===== src/core/timer_pkg.sv =====
package timer_pkg;

  localparam int CNT_W = 8;

  localparam logic [7:0] BOTTOM_VAL = 8'h00;
  localparam logic [7:0] MAX_VAL    = 8'hff;
  localparam logic [7:0] ZERO_BYTE  = 8'h00;

  // Clock source select codes
  localparam logic [2:0] CS_STOP     = 3'h0;
  localparam logic [2:0] CS_DIV1     = 3'h1;
  localparam logic [2:0] CS_DIV8     = 3'h2;
  localparam logic [2:0] CS_DIV64    = 3'h3;
  localparam logic [2:0] CS_DIV256   = 3'h4;
  localparam logic [2:0] CS_DIV1024  = 3'h5;
  localparam logic [2:0] CS_EXT_FALL = 3'h6;
  localparam logic [2:0] CS_EXT_RISE = 3'h7;

  // Prescaler terminal counts (divide ratio minus one)
  localparam logic [9:0] PRE_TC_8    = 10'h007;
  localparam logic [9:0] PRE_TC_64   = 10'h03f;
  localparam logic [9:0] PRE_TC_256  = 10'h0ff;
  localparam logic [9:0] PRE_TC_1024 = 10'h3ff;

  // Waveform mode codes {bit2, bit1, bit0}
  localparam logic [2:0] WGM_NORMAL     = 3'h0;
  localparam logic [2:0] WGM_PC_MAX     = 3'h1;
  localparam logic [2:0] WGM_CTC        = 3'h2;
  localparam logic [2:0] WGM_FAST_MAX   = 3'h3;
  localparam logic [2:0] WGM_RSVD_4     = 3'h4;
  localparam logic [2:0] WGM_PC_OCRA    = 3'h5;
  localparam logic [2:0] WGM_RSVD_6     = 3'h6;
  localparam logic [2:0] WGM_FAST_OCRA  = 3'h7;

  // Flag and mask bit positions
  localparam int FLAG_OVF = 0;
  localparam int FLAG_CMA = 1;
  localparam int FLAG_CMB = 2;

  localparam logic [2:0] FLAGS_RESET = 3'h0;
  localparam logic [2:0] MASK_RESET  = 3'h0;

  typedef enum logic [1:0] {
    CNT_HOLD,
    CNT_CLEAR,
    CNT_UP,
    CNT_DOWN
  } count_op_t;

endpackage : timer_pkg


===== src/core/tick_if.sv =====
`timescale 1ns/1ps
// Tick source to counter unit
interface tick_if;
  logic timer_tick;
  logic running;

  modport source (output timer_tick, output running);
  modport sink   (input timer_tick, input running);
endinterface : tick_if


===== src/core/clock_select.sv =====
`timescale 1ns/1ps
module clock_select (
  input  wire logic        sys_clk,
  input  wire logic        reset_n,
  input  wire logic [2:0]  clock_source_select,
  input  wire logic        external_count_pin,
  tick_if.source           tick
);
  import timer_pkg::*;

  logic [9:0] pre_q;
  logic       ext_q;
  logic       ext_rise;
  logic       ext_fall;
  logic       pre_hit;

  ////////////////////////////////////////////////////////////////////////////
  // Free running prescaler, held cleared while stopped
  always_ff @(posedge sys_clk) begin
    if (!reset_n || clock_source_select == CS_STOP) begin
      pre_q <= 10'h000;
    end else begin
      pre_q <= pre_q + 10'h001;
    end
  end

  // Previous pin level for edge detection
  always_ff @(posedge sys_clk) begin
    if (!reset_n) begin
      ext_q <= 1'b0;
    end else begin
      ext_q <= external_count_pin;
    end
  end

  assign ext_rise = external_count_pin & ~ext_q;
  assign ext_fall = ~external_count_pin & ext_q;

  ////////////////////////////////////////////////////////////////////////////
  // Source and edge choice
  always_comb begin
    pre_hit = 1'b0;
    unique case (clock_source_select)
      CS_STOP:     pre_hit = 1'b0;
      CS_DIV1:     pre_hit = 1'b1;
      CS_DIV8:     pre_hit = (pre_q[2:0] == PRE_TC_8[2:0]);
      CS_DIV64:    pre_hit = (pre_q[5:0] == PRE_TC_64[5:0]);
      CS_DIV256:   pre_hit = (pre_q[7:0] == PRE_TC_256[7:0]);
      CS_DIV1024:  pre_hit = (pre_q == PRE_TC_1024);
      CS_EXT_FALL: pre_hit = ext_fall;
      CS_EXT_RISE: pre_hit = ext_rise;
    endcase
  end

  assign tick.timer_tick = pre_hit;
  assign tick.running    = (clock_source_select != CS_STOP);

endmodule : clock_select


===== src/core/eight_bit_timer_counter_core.sv =====
`timescale 1ns/1ps
// Behaviour
// - Counter and both compares are 8 bits
// - Overflow, compare A, B share flag register
// - Each request gated by its mask bit
// - Tick from prescaler or external count pin
// - Clock select picks source and edge
// - Select zero stops the counter
// - Compares checked against counter every cycle
// - Match sets channel compare flag
// - Bottom indication at counter 0x00
// - Max indication at counter 0xFF
// - Top is 0xFF or compare A
// - Tick clears, increments or decrements counter
// - Counter readable and writable anytime
// - Processor write beats count operations
// - Mode from two bits A, one B
// - Overflow flag point depends on mode
// - Top and bottom indications produced
// - Direction control selects up or down
// - Match sets flag on next tick
// - Flags clear on service or one-write
// - Counter write blocks matches next tick
// - Normal mode wraps, overflow at zero
module eight_bit_timer_counter_core (
  input  wire logic                        sys_clk,
  input  wire logic                        reset_n,
  input  wire logic                        external_count_pin,
  input  wire logic [2:0]                  clock_source_select,
  input  wire logic                        waveform_mode_bit0,
  input  wire logic                        waveform_mode_bit1,
  input  wire logic                        waveform_mode_bit2,
  input  wire logic                        counter_wr,
  input  wire logic [timer_pkg::CNT_W-1:0] counter_wdata,
  input  wire logic                        compare_a_wr,
  input  wire logic [timer_pkg::CNT_W-1:0] compare_a_wdata,
  input  wire logic                        compare_b_wr,
  input  wire logic [timer_pkg::CNT_W-1:0] compare_b_wdata,
  input  wire logic                        mask_wr,
  input  wire logic [2:0]                  mask_wdata,
  input  wire logic                        flag_wr,
  input  wire logic [2:0]                  flag_wdata,
  input  wire logic [2:0]                  irq_ack,
  output logic      [timer_pkg::CNT_W-1:0] counter_value,
  output logic      [timer_pkg::CNT_W-1:0] compare_value_a,
  output logic      [timer_pkg::CNT_W-1:0] compare_value_b,
  output logic      [2:0]                  timer_flag_reg,
  output logic      [2:0]                  timer_mask_reg,
  output logic      [2:0]                  irq_req,
  output logic                             timer_tick,
  output logic                             at_top,
  output logic                             at_bottom,
  output logic                             at_max,
  output logic                             count_down
);
  import timer_pkg::*;

  tick_if tick_bus ();

  logic [CNT_W-1:0] cnt_q;
  logic [CNT_W-1:0] cnt_d;
  logic [CNT_W-1:0] ocra_q;
  logic [CNT_W-1:0] ocrb_q;
  logic [CNT_W-1:0] ocra_buf_q;
  logic [CNT_W-1:0] ocrb_buf_q;
  logic [CNT_W-1:0] top_val;
  logic [2:0]       flags_q;
  logic [2:0]       flags_set;
  logic [2:0]       flags_clr;
  logic [2:0]       mask_q;
  logic [2:0]       wgm;
  logic             dir_down_q;
  logic             dir_down_d;
  logic             block_q;
  logic             tick;
  logic             match_a;
  logic             match_b;
  logic             pend_a_q;
  logic             pend_b_q;
  logic             is_pwm;
  logic             is_pc;
  logic             top_is_ocra;
  logic             ovf_evt;
  count_op_t        op;

  ////////////////////////////////////////////////////////////////////////////
  // Tick generation
  clock_select u_clock_select (
    .sys_clk             (sys_clk),
    .reset_n             (reset_n),
    .clock_source_select (clock_source_select),
    .external_count_pin  (external_count_pin),
    .tick                (tick_bus.source)
  );

  assign tick = tick_bus.timer_tick;

  ////////////////////////////////////////////////////////////////////////////
  // Mode decode
  assign wgm         = {waveform_mode_bit2, waveform_mode_bit1, waveform_mode_bit0};
  assign is_pc       = (wgm == WGM_PC_MAX) || (wgm == WGM_PC_OCRA);
  assign is_pwm      = is_pc || (wgm == WGM_FAST_MAX) || (wgm == WGM_FAST_OCRA);
  assign top_is_ocra = (wgm == WGM_CTC) || (wgm == WGM_PC_OCRA) || (wgm == WGM_FAST_OCRA);
  assign top_val     = top_is_ocra ? ocra_q : MAX_VAL;

  // Indications from the counter value
  assign at_bottom = (cnt_q == BOTTOM_VAL);
  assign at_max    = (cnt_q == MAX_VAL);
  assign at_top    = (cnt_q == top_val);

  // Continuous comparators
  assign match_a = (cnt_q == ocra_q);
  assign match_b = (cnt_q == ocrb_q);

  ////////////////////////////////////////////////////////////////////////////
  // Count operation and direction
  always_comb begin
    op         = CNT_HOLD;
    dir_down_d = dir_down_q;
    if (tick) begin
      if (is_pc) begin
        if (at_top) begin
          dir_down_d = 1'b1;
        end else if (at_bottom) begin
          dir_down_d = 1'b0;
        end
        op = dir_down_d ? CNT_DOWN : CNT_UP;
      end else begin
        dir_down_d = 1'b0;
        if (wgm != WGM_NORMAL && at_top) begin
          op = CNT_CLEAR;
        end else begin
          op = CNT_UP;
        end
      end
    end
  end

  always_comb begin
    unique case (op)
      CNT_HOLD:  cnt_d = cnt_q;
      CNT_CLEAR: cnt_d = BOTTOM_VAL;
      CNT_UP:    cnt_d = cnt_q + 8'h01;
      CNT_DOWN:  cnt_d = cnt_q - 8'h01;
    endcase
  end

  // Counter register, processor write first
  always_ff @(posedge sys_clk) begin
    if (!reset_n) begin
      cnt_q <= ZERO_BYTE;
    end else if (counter_wr) begin
      cnt_q <= counter_wdata;
    end else begin
      cnt_q <= cnt_d;
    end
  end

  always_ff @(posedge sys_clk) begin
    if (!reset_n) begin
      dir_down_q <= 1'b0;
    end else if (tick && !counter_wr) begin
      dir_down_q <= dir_down_d;
    end
  end

  ////////////////////////////////////////////////////////////////////////////
  // Compare registers, buffered in PWM modes
  always_ff @(posedge sys_clk) begin
    if (!reset_n) begin
      ocra_buf_q <= ZERO_BYTE;
      ocrb_buf_q <= ZERO_BYTE;
    end else begin
      if (compare_a_wr) begin
        ocra_buf_q <= compare_a_wdata;
      end
      if (compare_b_wr) begin
        ocrb_buf_q <= compare_b_wdata;
      end
    end
  end

  always_ff @(posedge sys_clk) begin
    if (!reset_n) begin
      ocra_q <= ZERO_BYTE;
      ocrb_q <= ZERO_BYTE;
    end else if (!is_pwm) begin
      if (compare_a_wr) begin
        ocra_q <= compare_a_wdata;
      end
      if (compare_b_wr) begin
        ocrb_q <= compare_b_wdata;
      end
    end else if (tick && ((is_pc && at_top) || (!is_pc && at_bottom))) begin
      ocra_q <= ocra_buf_q;
      ocrb_q <= ocrb_buf_q;
    end
  end

  ////////////////////////////////////////////////////////////////////////////
  // Match blocking after a counter write
  always_ff @(posedge sys_clk) begin
    if (!reset_n) begin
      block_q <= 1'b0;
    end else if (counter_wr) begin
      block_q <= 1'b1;
    end else if (tick) begin
      block_q <= 1'b0;
    end
  end

  // Match seen during one tick period is flagged on the next tick
  always_ff @(posedge sys_clk) begin
    if (!reset_n) begin
      pend_a_q <= 1'b0;
      pend_b_q <= 1'b0;
    end else if (tick) begin
      pend_a_q <= match_a && !block_q && !counter_wr;
      pend_b_q <= match_b && !block_q && !counter_wr;
    end
  end

  ////////////////////////////////////////////////////////////////////////////
  // Overflow event point per mode
  always_comb begin
    if (is_pc) begin
      ovf_evt = tick && at_bottom && dir_down_q;
    end else if (wgm == WGM_NORMAL || wgm == WGM_CTC) begin
      ovf_evt = tick && at_max;
    end else begin
      ovf_evt = tick && at_top;
    end
  end

  always_comb begin
    flags_set           = 3'h0;
    flags_set[FLAG_OVF] = ovf_evt && !counter_wr;
    flags_set[FLAG_CMA] = tick && pend_a_q;
    flags_set[FLAG_CMB] = tick && pend_b_q;
    flags_clr           = irq_ack | (flag_wr ? flag_wdata : 3'h0);
  end

  // Shared flag register, a set wins over a clear
  always_ff @(posedge sys_clk) begin
    if (!reset_n) begin
      flags_q <= FLAGS_RESET;
    end else begin
      flags_q <= (flags_q & ~flags_clr) | flags_set;
    end
  end

  // Mask register
  always_ff @(posedge sys_clk) begin
    if (!reset_n) begin
      mask_q <= MASK_RESET;
    end else if (mask_wr) begin
      mask_q <= mask_wdata;
    end
  end

  ////////////////////////////////////////////////////////////////////////////
  // Outputs
  assign irq_req         = flags_q & mask_q;
  assign counter_value   = cnt_q;
  assign compare_value_a = is_pwm ? ocra_buf_q : ocra_q;
  assign compare_value_b = is_pwm ? ocrb_buf_q : ocrb_q;
  assign timer_flag_reg  = flags_q;
  assign timer_mask_reg  = mask_q;
  assign timer_tick      = tick;
  assign count_down      = dir_down_q;

endmodule : eight_bit_timer_counter_core


===== config.mk =====
export PLATFORM = sky130hd
export DESIGN_NAME = eight_bit_timer_counter_core
export DESIGN_NICKNAME = d
export VERILOG_FILES = /design/src/core/timer_pkg.sv /design/src/core/tick_if.sv /design/src/core/clock_select.sv /design/src/core/eight_bit_timer_counter_core.sv
export SDC_FILE = /design/constraint.sdc
export NUM_CORES = 1
export LEC_CHECK = 0
export BUFFER_PORTS_ARGS = -buffer_cell sky130_fd_sc_hd__buf_2
export CELL_PAD_IN_SITES_DETAIL_PLACEMENT = 2
export CELL_PAD_IN_SITES_GLOBAL_PLACEMENT = 2
export CORE_ASPECT_RATIO = 1.4
export CORE_MARGIN = 5
export CORE_UTILIZATION = 31
export DETAILED_ROUTE_END_ITERATION = 8
export GPL_ROUTABILITY_DRIVEN = 1
export GPL_TIMING_DRIVEN = 1
export PLACE_DENSITY_LB_ADDON = 0.1
export SLEW_MARGIN = 10
export SYNTH_ARGS = -nofsm -noshare
export SYNTH_HDL_FRONTEND = slang
export SYNTH_HIERARCHICAL = 1
export SYNTH_SLANG_ARGS = --single-unit

===== constraint.sdc =====
create_clock -name sys_clk -period 4.2 [get_ports sys_clk]
set_input_delay 0.42 -clock sys_clk [delete_from_list [all_inputs] [get_ports sys_clk]]
set_output_delay 0.42 -clock sys_clk [all_outputs]
set_load 0.03 [all_outputs]

==> reports/summary.txt, run 1 <==
status -> complete, no violations
DRC Markers -> 0
postcts setup bufs -> 0
Die X-Extent -> 99.91 um
max-cap viol count -> 0
Util after Layout -> 38.92%
Root Driver -> clkbuf_16
height of the die -> 135.9 um
fin crit share -> 87.58%
vias in the first global route -> 3882
EDFF count, synth -> 0
Hold Crit Depth -> 2
crit path DAT -> 3.87 ns
share of layout cells above drive strength 1 -> 26.86%
Hold Startpoint -> external_count_pin
cells along the critical path -> inv_1 > a222oi_1 > o2111ai_2 > a221oi_2 > buf_4 > ha_1 > a21o_1 > a21oi_1 > o21bai_1 > a21oi_1 > xnor2_1 > a222oi_1 > nor2_1
largest net degree at the start of global routing -> 53
Layout Cells excl Fill -> 669
gr ovfl total -> 0
RSZ-0062 raised after global routing -> no
initial antenna violation count -> 0
Via density -> 5.184
Static Leak -> 1.990 nW
Slew Limit Fails -> 0
layout overhead on the synthesized area -> 24.50%
crit-path max cell delay -> 0.48 ns
Pwr Density -> 365.4 mW/mm^2
Required @ worst endpoint -> 4.39 ns
GR Util met1 -> 19.99%
Tightest Pin Transition -> 1.117 ns
Clock Skew -> 0.007402 ns
total core area -> 0.01122 mm^2
cell types occupying the most area after synthesis -> dfxtp_1, nor2_1, a211oi_2
Avg Cell Area, Syn -> 8.121 um^2
# hold bufs at CTS -> 0
Cell Rows -> 46
H-tree levels -> 3
routed wire length -> 12340 um
total negative slack -> 0 ns
met2 GRT Util -> 34.78%
Slowest-stage cell, CP -> a222oi_1
final hold slack -> 0.3200 ns
Tot GR Track Use -> 18.82%
largest area contributor in the netlist -> dfxtp_1
Seq/Total Area, Yosys -> 34.81%
WS Path Type -> register to register
startpoint types -> register
Bufs and invs on worst path -> 2
Place WS -> 0.2361 ns
Final #Nets -> 576
Max clock buf depth -> 2
DR pass1 iterations -> 4
Num CTS Buffers -> 9
maximum clock frequency -> 0.2719 GHz
CTS tree -> built
Critical Path End Type -> register
Reg2Reg Capture Point -> counter_value[6]$_SDFFE_PN0P_
Resize count post-CTS -> 0
Yosys top cell area share -> 34.81%
Final WS setup -> 0.5218 ns
Most used DFF post-synth -> dfxtp_1
Synth async-reset ratio -> 0%
n_diodes -> 0
placed inst area -> 0.004108 mm^2
crit path time final -> 3.678 ns
Clock Sink Count -> 61
#FFs+latches synth -> 61
Initial DRC Count -> 131
DR WL/cell -> 18.45 um
Detail Route Antenna Nets -> 0
starting density of the core -> 31.26%
IO Port Bufs -> 84
Worst-path clk slew -> 0.05 ns
first-pass GRT wire length -> 19860 um
critical path startpoint -> counter_value[3]$_SDFFE_PN0P_
Syn Nets -> 488
grt met3 use -> 3.953%
worst reg2reg path depth -> 13
post-DP HPWL -> 9525 um
clk_lat worst skew -> 0.34 ns
RD Place Congestion -> 0.8476
Hold Path End -> u_clock_select/ext_q$_SDFF_PN0_
# IOs -> 85
busiest grt layer -> met2
Hold WC Path Type -> input pin to register
Post-synth top cells -> dfxtp_1, nor2_1, inv_1
via count -> 3468
Rel. slew slack -> 25.56%
Ys Warns -> 6
FF-to-FF setup slack -> 0.52 ns
Finished Cell Area -> 0.004368 mm^2
max FFs per register -> 10
Mapped Area -> 0.003508 mm^2
die area -> 0.01358 mm^2
Final Hold Vio Count -> 0
Final Setup Violations -> 0
synthesized instance count -> 432
delay-heaviest family, CP -> compound AO/OA/AOI/OAI gates
Tot Pwr -> 1.596 mW
critical path fanouts, max -> 7
FF-to-FF Start -> counter_value[3]$_SDFFE_PN0P_
Most flops, register -> u_clock_select/pre_q
Inst Count DP -> 653
peak supply drop -> 200.5 uV
Netlist cell types -> 59
==> metal layers <==
metal  part of all wire [%]  vias to the layer above
met2                     53                       73
li1                       -                     1686
met1                     39                     1679
met4                    3.6                        0
met3                    3.5                       30
met5                      0                        -
==> area by class of cell <==
| type | count | area (um^2) |
|---|---|---|
| Tap cell | 144 | 180.2 |
| Inverter | 46 | 172.7 |
| Timing Repair Buffer | 96 | 510.5 |
| Fill cell | 1322 | 6855 |
| Clock buffer | 11 | 232.7 |
| Sequential cell | 61 | 1221 |
| Multi-Input combinational cell | 306 | 2023 |
| Clock inverter | 5 | 27.53 |
==> worst max path at each step <==
stage | to | slack, ns | depth (start not counted)
CTS | counter_value[6]$_SDFFE_PN0P_ | 0.51 | 13
global placement | counter_value[6]$_SDFFE_PN0P_ | 0.46 | 14
floorplan | counter_value[6]$_SDFFE_PN0P_ | 0.69 | 13
global route | counter_value[6]$_SDFFE_PN0P_ | 0.26 | 13
detailed placement | counter_value[6]$_SDFFE_PN0P_ | 0.24 | 14
finish | counter_value[6]$_SDFFE_PN0P_ | 0.52 | 13
==> logic make-up after synthesis <==
logic type               Yosys count  synth area share [%]
flip-flops                        61                 34.81
AO/OA/AOI/OAI                    111                 24.18
XOR/XNOR                          16                 3.994
buffers and inverters             65                 7.525
AND/OR/NAND/NOR                  151                 20.65
multiplexers                      19                 5.421
adder cells (fa/ha/maj)            9                 3.424
==> report_power, final <==
| group | internal, mW | switching [mW] |
|---|---|---|
| Combinational | 0.105 | 0.192 |
| Clock | 0.394 | 0.271 |
| Sequential | 0.610 | 0.0245 |
| Total | 1.11 | 0.487 |
==> worst register-to-register path, delay by kind of cell, from the launching register on <==
family	cells	cell delay (ns)
AOI/OAI and AO/OA	8	2.29
and+or+nand+nor	1	0.06
adders and majority gates	1	0.28
DFF	1	0.46
xor gates and xnor gates	1	0.09
buffers and inverters	2	0.33
==> cell usage in the layout (no fill, tap or decap), types with 3 or more instances in the layout <==
cell,n
buf_2,84
nor2_1,61
dfxtp_1,61
inv_1,45
o21ai_0,38
nand2_1,37
mux2i_1,19
a21oi_1,16
a211oi_2,16
buf_4,12
xor2_1,11
clkbuf_16,9
nor2b_1,8
ha_1,8
nand3_1,7
and2_1,7
a222oi_1,6
nor4_1,5
xnor2_1,5
a21o_1,4
nor3_1,4
clkinv_2,4
nand2b_1,3
a32oi_1,3
o31ai_1,3
No activity file was read; power rests on OpenSTA's default activity.
==> run 2, diff against run 1 <==
--- a/config.mk
+++ b/config.mk
@@ -9,7 +9,7 @@
 export CELL_PAD_IN_SITES_DETAIL_PLACEMENT = 2
 export CELL_PAD_IN_SITES_GLOBAL_PLACEMENT = 2
 export CORE_ASPECT_RATIO = 1.4
-export CORE_MARGIN = 5
+export CORE_MARGIN = 2
 export CORE_UTILIZATION = 31
 export DETAILED_ROUTE_END_ITERATION = 8
 export GPL_ROUTABILITY_DRIVEN = 1
@@ -20,3 +20,4 @@
 export SYNTH_HDL_FRONTEND = slang
 export SYNTH_HIERARCHICAL = 1
 export SYNTH_SLANG_ARGS = --single-unit
+export TNS_END_PERCENT = 20
==> run 2 against run 1 <==
Clock skew decreased by 0.00075 ns. Register-to-register slack improved by 0.03 ns. Largest cell class unchanged. Sequential power about the same. Wire length decreased by 4.9%. Non-clock buffer count decreased by 1. Design area increased by 0.26%. Flip-flop and latch count unchanged. Die area decreased by 10%. Critical endpoint is now counter_value[7]$_SDFFE_PN0P_. Global-route usage increased by 1.2 points.
==> reports/summary.txt, run 2 (synthesis results as in run 1) <==
initial antenna violation count -> 0
via count -> 3471
Resize count post-CTS -> 0
WS Path Type -> register to register
# IOs -> 85
Max clock buf depth -> 2
Tot GR Track Use -> 20.06%
Most flops, register -> u_clock_select/pre_q
routed wire length -> 11740 um
Logic pwr share -> 17.7%
crit path DAT -> 3.83 ns
gr ovfl total -> 0
clk_lat worst skew -> 0.33 ns
Hold Crit Depth -> 2
largest net degree at the start of global routing -> 31
switch share -> 28.89%
max-cap viol count -> 0
fillers -> 1367
FF-to-FF setup slack -> 0.56 ns
Worst-path clk slew -> 0.05 ns
postcts setup bufs -> 0
Final WS setup -> 0.5555 ns
DRC Markers -> 0
die area -> 0.01220 mm^2
# hold bufs at CTS -> 0
Initial DRC Count -> 136
Layout Cells excl Fill -> 667
first-pass GRT wire length -> 19060 um
post-DP HPWL -> 9052 um
sw power -> 0.4708 mW
Via density -> 5.204
IO Port Bufs -> 84
height of the die -> 129.9 um
most frequent cells in the layout -> buf_2, nor2_1, dfxtp_1
Detail Route Antenna Nets -> 0
Seq pwr share -> 39.1%
Final Hold Vio Count -> 0
vias in the first global route -> 3764
share of layout cells above drive strength 1 -> 26.58%
area of the multi-input gates -> 0.002023 mm^2
Place WS -> 0.3034 ns
total negative slack -> 0 ns
RD Place Congestion -> 0.8839
commonest non-fill, non-tap cell in the layout -> buf_2
status -> complete, no violations
Hold Startpoint -> external_count_pin
fin crit share -> 86.77%
Required @ worst endpoint -> 4.39 ns
Hold Path End -> u_clock_select/ext_q$_SDFF_PN0_
DR pass1 iterations -> 5
Reg area -> 0.001221 mm^2
Clock Skew -> 0.006654 ns
Reg2Reg Capture Point -> counter_value[7]$_SDFFE_PN0P_
n_diodes -> 0
RSZ-0062 raised after global routing -> no
Cell Rows -> 46
max FFs per register -> 10
maximum clock frequency -> 0.2744 GHz
total core area -> 0.01117 mm^2
peak supply drop -> 186.4 uV
starting density of the core -> 31.42%
internal power -> 1.159 mW
H-tree levels -> 3
Tightest Pin Transition -> 0.9496 ns
Pwr Density -> 372.1 mW/mm^2
DR WL/cell -> 17.60 um
Num CTS Buffers -> 9
Final #Nets -> 575
Critical Path End Type -> register
Inst Count DP -> 652
Hold WC Path Type -> input pin to register
Clock Sink Count -> 61
CTS tree -> built
worst reg2reg path depth -> 12
Die X-Extent -> 93.91 um
critical path fanouts, max -> 9
Slew Limit Fails -> 0
Static Leak -> 1.994 nW
layout overhead on the synthesized area -> 24.82%
clock group share of total power -> 43.2%
Rel. slew slack -> 36.50%
FF-to-FF Start -> counter_value[5]$_SDFFE_PN0P_
crit path time final -> 3.644 ns
Final Setup Violations -> 0
startpoint types -> register
Root Driver -> clkbuf_16
## run 2: cell types whose count changed in the layout (fill, tap and decap cells not counted)
cell        before  now
clkinv_2         4    1
clkbuf_8         0    3
clkinvlp_4       1    0
buf_4           12   11
## run 2: area by class of cell
cell class	count	area share, %
clock buffer	14	6.257
clock inverter	1	0.1143
inverter	46	3.943
multi-input combinational	306	46.20
sequential	61	27.89
tap	144	4.114
timing repair buffer	95	11.49
## run 2: worst max path at each step
stage,start,endpoint,slack [ns],cells after the start
floorplan,counter_value[0]$_SDFFE_PN0P_,counter_value[6]$_SDFFE_PN0P_,0.69,13
finish,counter_value[5]$_SDFFE_PN0P_,counter_value[7]$_SDFFE_PN0P_,0.56,12
global route,waveform_mode_bit0,counter_value[7]$_SDFFE_PN0P_,0.28,13
detailed placement,waveform_mode_bit0,counter_value[7]$_SDFFE_PN0P_,0.30,13
CTS,counter_value[5]$_SDFFE_PN0P_,counter_value[7]$_SDFFE_PN0P_,0.57,12
global placement,waveform_mode_bit0,counter_value[7]$_SDFFE_PN0P_,0.50,13
## run 2: metrics by stage
stage | utilization (%) | instance area (um^2) | total power [mW] | hold slack, ns
2_1_floorplan | - | 3508 | 0.8329 | 0.4302
3_5_place_dp | 36.72 | 4100 | 0.9415 | 0.4609
6_report | 39.22 | 4379 | 1.629 | 0.3214
4_1_cts | 39.22 | 4379 | 1.653 | 0.3106
5_1_grt | 39.22 | 4379 | 1.707 | 0.3445
3_3_place_gp | 36.72 | 4100 | 0.9316 | 0.4432
## run 2: critical path, stage by stage, from the launching register on
cell	delay [ns]
dfxtp_1	0.60
inv_1	0.10
a222oi_1	0.46
o2111ai_2	0.31
a221oi_2	0.43
ha_1	0.30
a21o_1	0.18
a21oi_1	0.22
o21ai_0	0.20
o41ai_1	0.39
nor2_1	0.09
nand2_1	0.10
o221ai_1	0.10
## run 2: power by group through the flow
stage          clock network [mW]  logic [mW]  registers (mW)
6_report                    0.703       0.288           0.638
5_1_grt                     0.746       0.319           0.642
4_1_cts                     0.721       0.294           0.638
3_5_place_dp                    0       0.292           0.650
3_3_place_gp                    0       0.284           0.648
2_1_floorplan                   0       0.179           0.653
## run 2: layer usage
metal,vias to the layer above,track usage [%],part of all wire [%]
li1,1681,-,-
met3,17,3.580,3.3
met1,1709,22.09,40
met5,-,0,0
met2,64,37.90,54
met4,0,7.502,2.3
==> run 3, diff against run 2 <==
--- a/config.mk
+++ b/config.mk
@@ -9,8 +9,7 @@
 export CELL_PAD_IN_SITES_DETAIL_PLACEMENT = 2
 export CELL_PAD_IN_SITES_GLOBAL_PLACEMENT = 2
 export CORE_ASPECT_RATIO = 1.4
-export CORE_MARGIN = 2
-export CORE_UTILIZATION = 31
+export CORE_UTILIZATION = 27
 export DETAILED_ROUTE_END_ITERATION = 8
 export GPL_ROUTABILITY_DRIVEN = 1
 export GPL_TIMING_DRIVEN = 1
@@ -18,6 +17,5 @@
 export SLEW_MARGIN = 10
 export SYNTH_ARGS = -nofsm -noshare
 export SYNTH_HDL_FRONTEND = slang
-export SYNTH_HIERARCHICAL = 1
 export SYNTH_SLANG_ARGS = --single-unit
 export TNS_END_PERCENT = 20
==> constraint.sdc (replaced) <==
create_clock -name sys_clk -period 3.1 [get_ports sys_clk]
set_input_delay 0.31 -clock sys_clk [delete_from_list [all_inputs] [get_ports sys_clk]]
set_output_delay 0.31 -clock sys_clk [all_outputs]
set_load 0.03 [all_outputs]
==> run 3 against run 2 <==
Combinational power up 73%. Highest routed layer unchanged. Sequential share of layout area shrank 1.9 points. Critical path depth is 1 higher. Worst hold slack worse by 0.11 ns. Via count is 2.4% higher. Clock-buffer cell count down 3. The run now ends with negative setup slack left.
==> reports/summary.txt, run 3 <==
die area -> 0.01310 mm^2
Clock Sink Count -> 61
routed wire length -> 12480 um
Detail Route Antenna Nets -> 0
crit path DAT -> 3.63 ns
#FFs+latches synth -> 61
Hold Path End -> u_clock_select.ext_q$_SDFF_PN0_
FF-to-FF setup slack -> -0.30 ns
Syn Nets -> 486
Util after Layout -> 38.83%
status -> complete, but fails checks
startpoint types -> register
violated checks -> negative setup slack
total core area -> 0.01231 mm^2
Hold WC Path Type -> input pin to register
top-count cell post-synth -> nor2_1
Final WS setup -> -0.3026 ns
layout overhead on the synthesized area -> 40.12%
total negative slack -> -0.7977 ns
first-pass GRT wire length -> 19660 um
Cell Rows -> 48
Num CTS Buffers -> 9
height of the die -> 135.0 um
Worst-path clk slew -> 0.06 ns
Clock Skew -> 0.005129 ns
Root Driver -> clkbuf_16
starting density of the core -> 27.71%
Via density -> 4.955
H-tree levels -> 3
initial antenna violation count -> 0
Static Leak -> 2.252 nW
maximum clock frequency -> 0.2939 GHz
Tightest Pin Transition -> 0.9556 ns
crit path time final -> 3.403 ns
clk_lat worst skew -> 0.33 ns
area of the multi-input gates -> 0.002011 mm^2
Slowest-stage cell, CP -> a2111o_1
# hold bufs at CTS -> 0
DR pass1 iterations -> 5
Pwr Density -> 506.9 mW/mm^2
DRC Markers -> 0
Hold Startpoint -> external_count_pin
WS Path Type -> register to register
largest net degree at the start of global routing -> 49
Layout Cells excl Fill -> 717
max FFs per register -> 10
share of layout cells above drive strength 1 -> 33.69%
Critical Path End Type -> register
Initial DRC Count -> 89
Reg2Reg Capture Point -> counter_value[7]$_SDFFE_PN0P_
final hold slack -> 0.2157 ns
n_diodes -> 0
RD Place Congestion -> 0.8424
Seq/Total Area, Yosys -> 35.79%
CTS tree -> built
crit-path max cell delay -> 0.46 ns
fillers -> 1462
Inst Count DP -> 692
Rel. slew slack -> 36.20%
peak supply drop -> 244.8 uV
synthesized instance count -> 430
commonest non-fill, non-tap cell in the layout -> buf_2
FF-to-FF Start -> ocra_q[2]$_SDFFE_PN0P_
Max clock buf depth -> 2
Netlist cell types -> 50
# IOs -> 85
Required @ worst endpoint -> 3.33 ns
Hold Crit Depth -> 2
Tot GR Track Use -> 19.04%
cell types occupying the most area after synthesis -> dfxtp_1, nor2_1, o21ai_0
max-cap viol count -> 0
gr ovfl total -> 0
post-DP HPWL -> 9398 um
DR WL/cell -> 17.41 um
Most used DFF post-synth -> dfxtp_1
Mapped Area -> 0.003412 mm^2
largest area contributor in the netlist -> dfxtp_1
Die X-Extent -> 97.01 um
Most flops, register -> u_clock_select.pre_q
via count -> 3553
Tot Pwr -> 2.423 mW
Ys Warns -> 0
Final #Nets -> 618
cells along the critical path -> and2b_1 > a2111o_1 > o31a_1 > o31ai_4 > and2_4 > ha_4 > a21oi_4 > o211ai_1 > o41ai_2 > xor2_1 > and3_1 > o21ai_1 > a21oi_1
EDFF count, synth -> 0
Synth async-reset ratio -> 0%
Yosys top cell area share -> 35.79%
Final Hold Vio Count -> 0
fin crit share -> 109.8%
Post-synth top cells -> nor2_1, dfxtp_1, inv_1
IO Port Bufs -> 84
Final Setup Violations -> 5
vias in the first global route -> 3903
critical path fanouts, max -> 5
worst reg2reg path depth -> 13
RSZ-0062 raised after global routing -> yes
Slew Limit Fails -> 0
Reg area -> 0.001242 mm^2
most frequent cells in the layout -> buf_2, nor2_1, buf_4
Avg Cell Area, Syn -> 7.935 um^2
-- run 3: worst max-delay path by stage --
stage / cells past startpoint / slack [ns] / from / endpoint
5_1_grt: 13 / -0.43 / ocra_q[2]$_SDFFE_PN0P_ / counter_value[7]$_SDFFE_PN0P_
3_5_place_dp: 13 / -0.27 / counter_value[3]$_SDFFE_PN0P_ / counter_value[7]$_SDFFE_PN0P_
6_report: 13 / -0.30 / ocra_q[2]$_SDFFE_PN0P_ / counter_value[7]$_SDFFE_PN0P_
4_1_cts: 13 / -0.18 / counter_value[7]$_SDFFE_PN0P_ / counter_value[7]$_SDFFE_PN0P_
2_1_floorplan: 13 / -0.02 / counter_value[3]$_SDFFE_PN0P_ / counter_value[7]$_SDFFE_PN0P_
3_3_place_gp: 13 / -0.11 / counter_value[3]$_SDFFE_PN0P_ / counter_value[7]$_SDFFE_PN0P_
-- run 3: critical path: cells and delay by family (launching register included) --
family	cells	cell delay [ns]
compound gates	8	1.92
simple gates	3	0.61
flops	1	0.32
fa+ha+maj	1	0.23
xor+xnor	1	0.21
-- run 3: power breakdown --
group          switching [mW]  internal (mW)  leakage (nW)
Combinational           0.295          0.202          1.59
Clock                   0.374          0.692         0.161
Sequential             0.0328          0.828         0.505
Total                   0.702           1.72          2.25
-- run 3: cells by family after synthesis --
group	share of synthesized area, %
and+or+nand+nor	19.11
AOI/OAI and AO/OA	22.81
buffers and inverters	7.994
DFF	35.79
muxes	5.904
xor gates and xnor gates	4.877
adders and majority gates	3.520
-- run 3: layout make-up --
type                       count  area share [%]
timing repair buffer         141           17.74
clock buffer                  11           5.522
clock inverter                 5           1.152
multi-input combinational    303           42.06
tap                          150           3.926
sequential                    61           25.99
inverter                      46           3.612
-- run 3: through the flow --
step           worst slack, ns  instance area [um^2]
2_1_floorplan         -0.02455                  3467
3_3_place_gp           -0.1104                  4335
3_5_place_dp           -0.2698                  4335
4_1_cts                -0.1816                  4701
5_1_grt                -0.4275                  4781
6_report               -0.3026                  4781
-- run 3: per-layer routing --
layer | track usage (%) | wire length, um
met5 | 0 | 0
met4 | 8.043 | 290
met3 | 3.002 | 369
met2 | 34.98 | 6582
met1 | 21.75 | 5237
-- run 3: timing repair --
item                                    in CTS  in global routing
pin swaps                                   13                 10
buffers inserted                             4                  5
resized for setup                            3                  7
endpoints found under the setup margin       4                  6
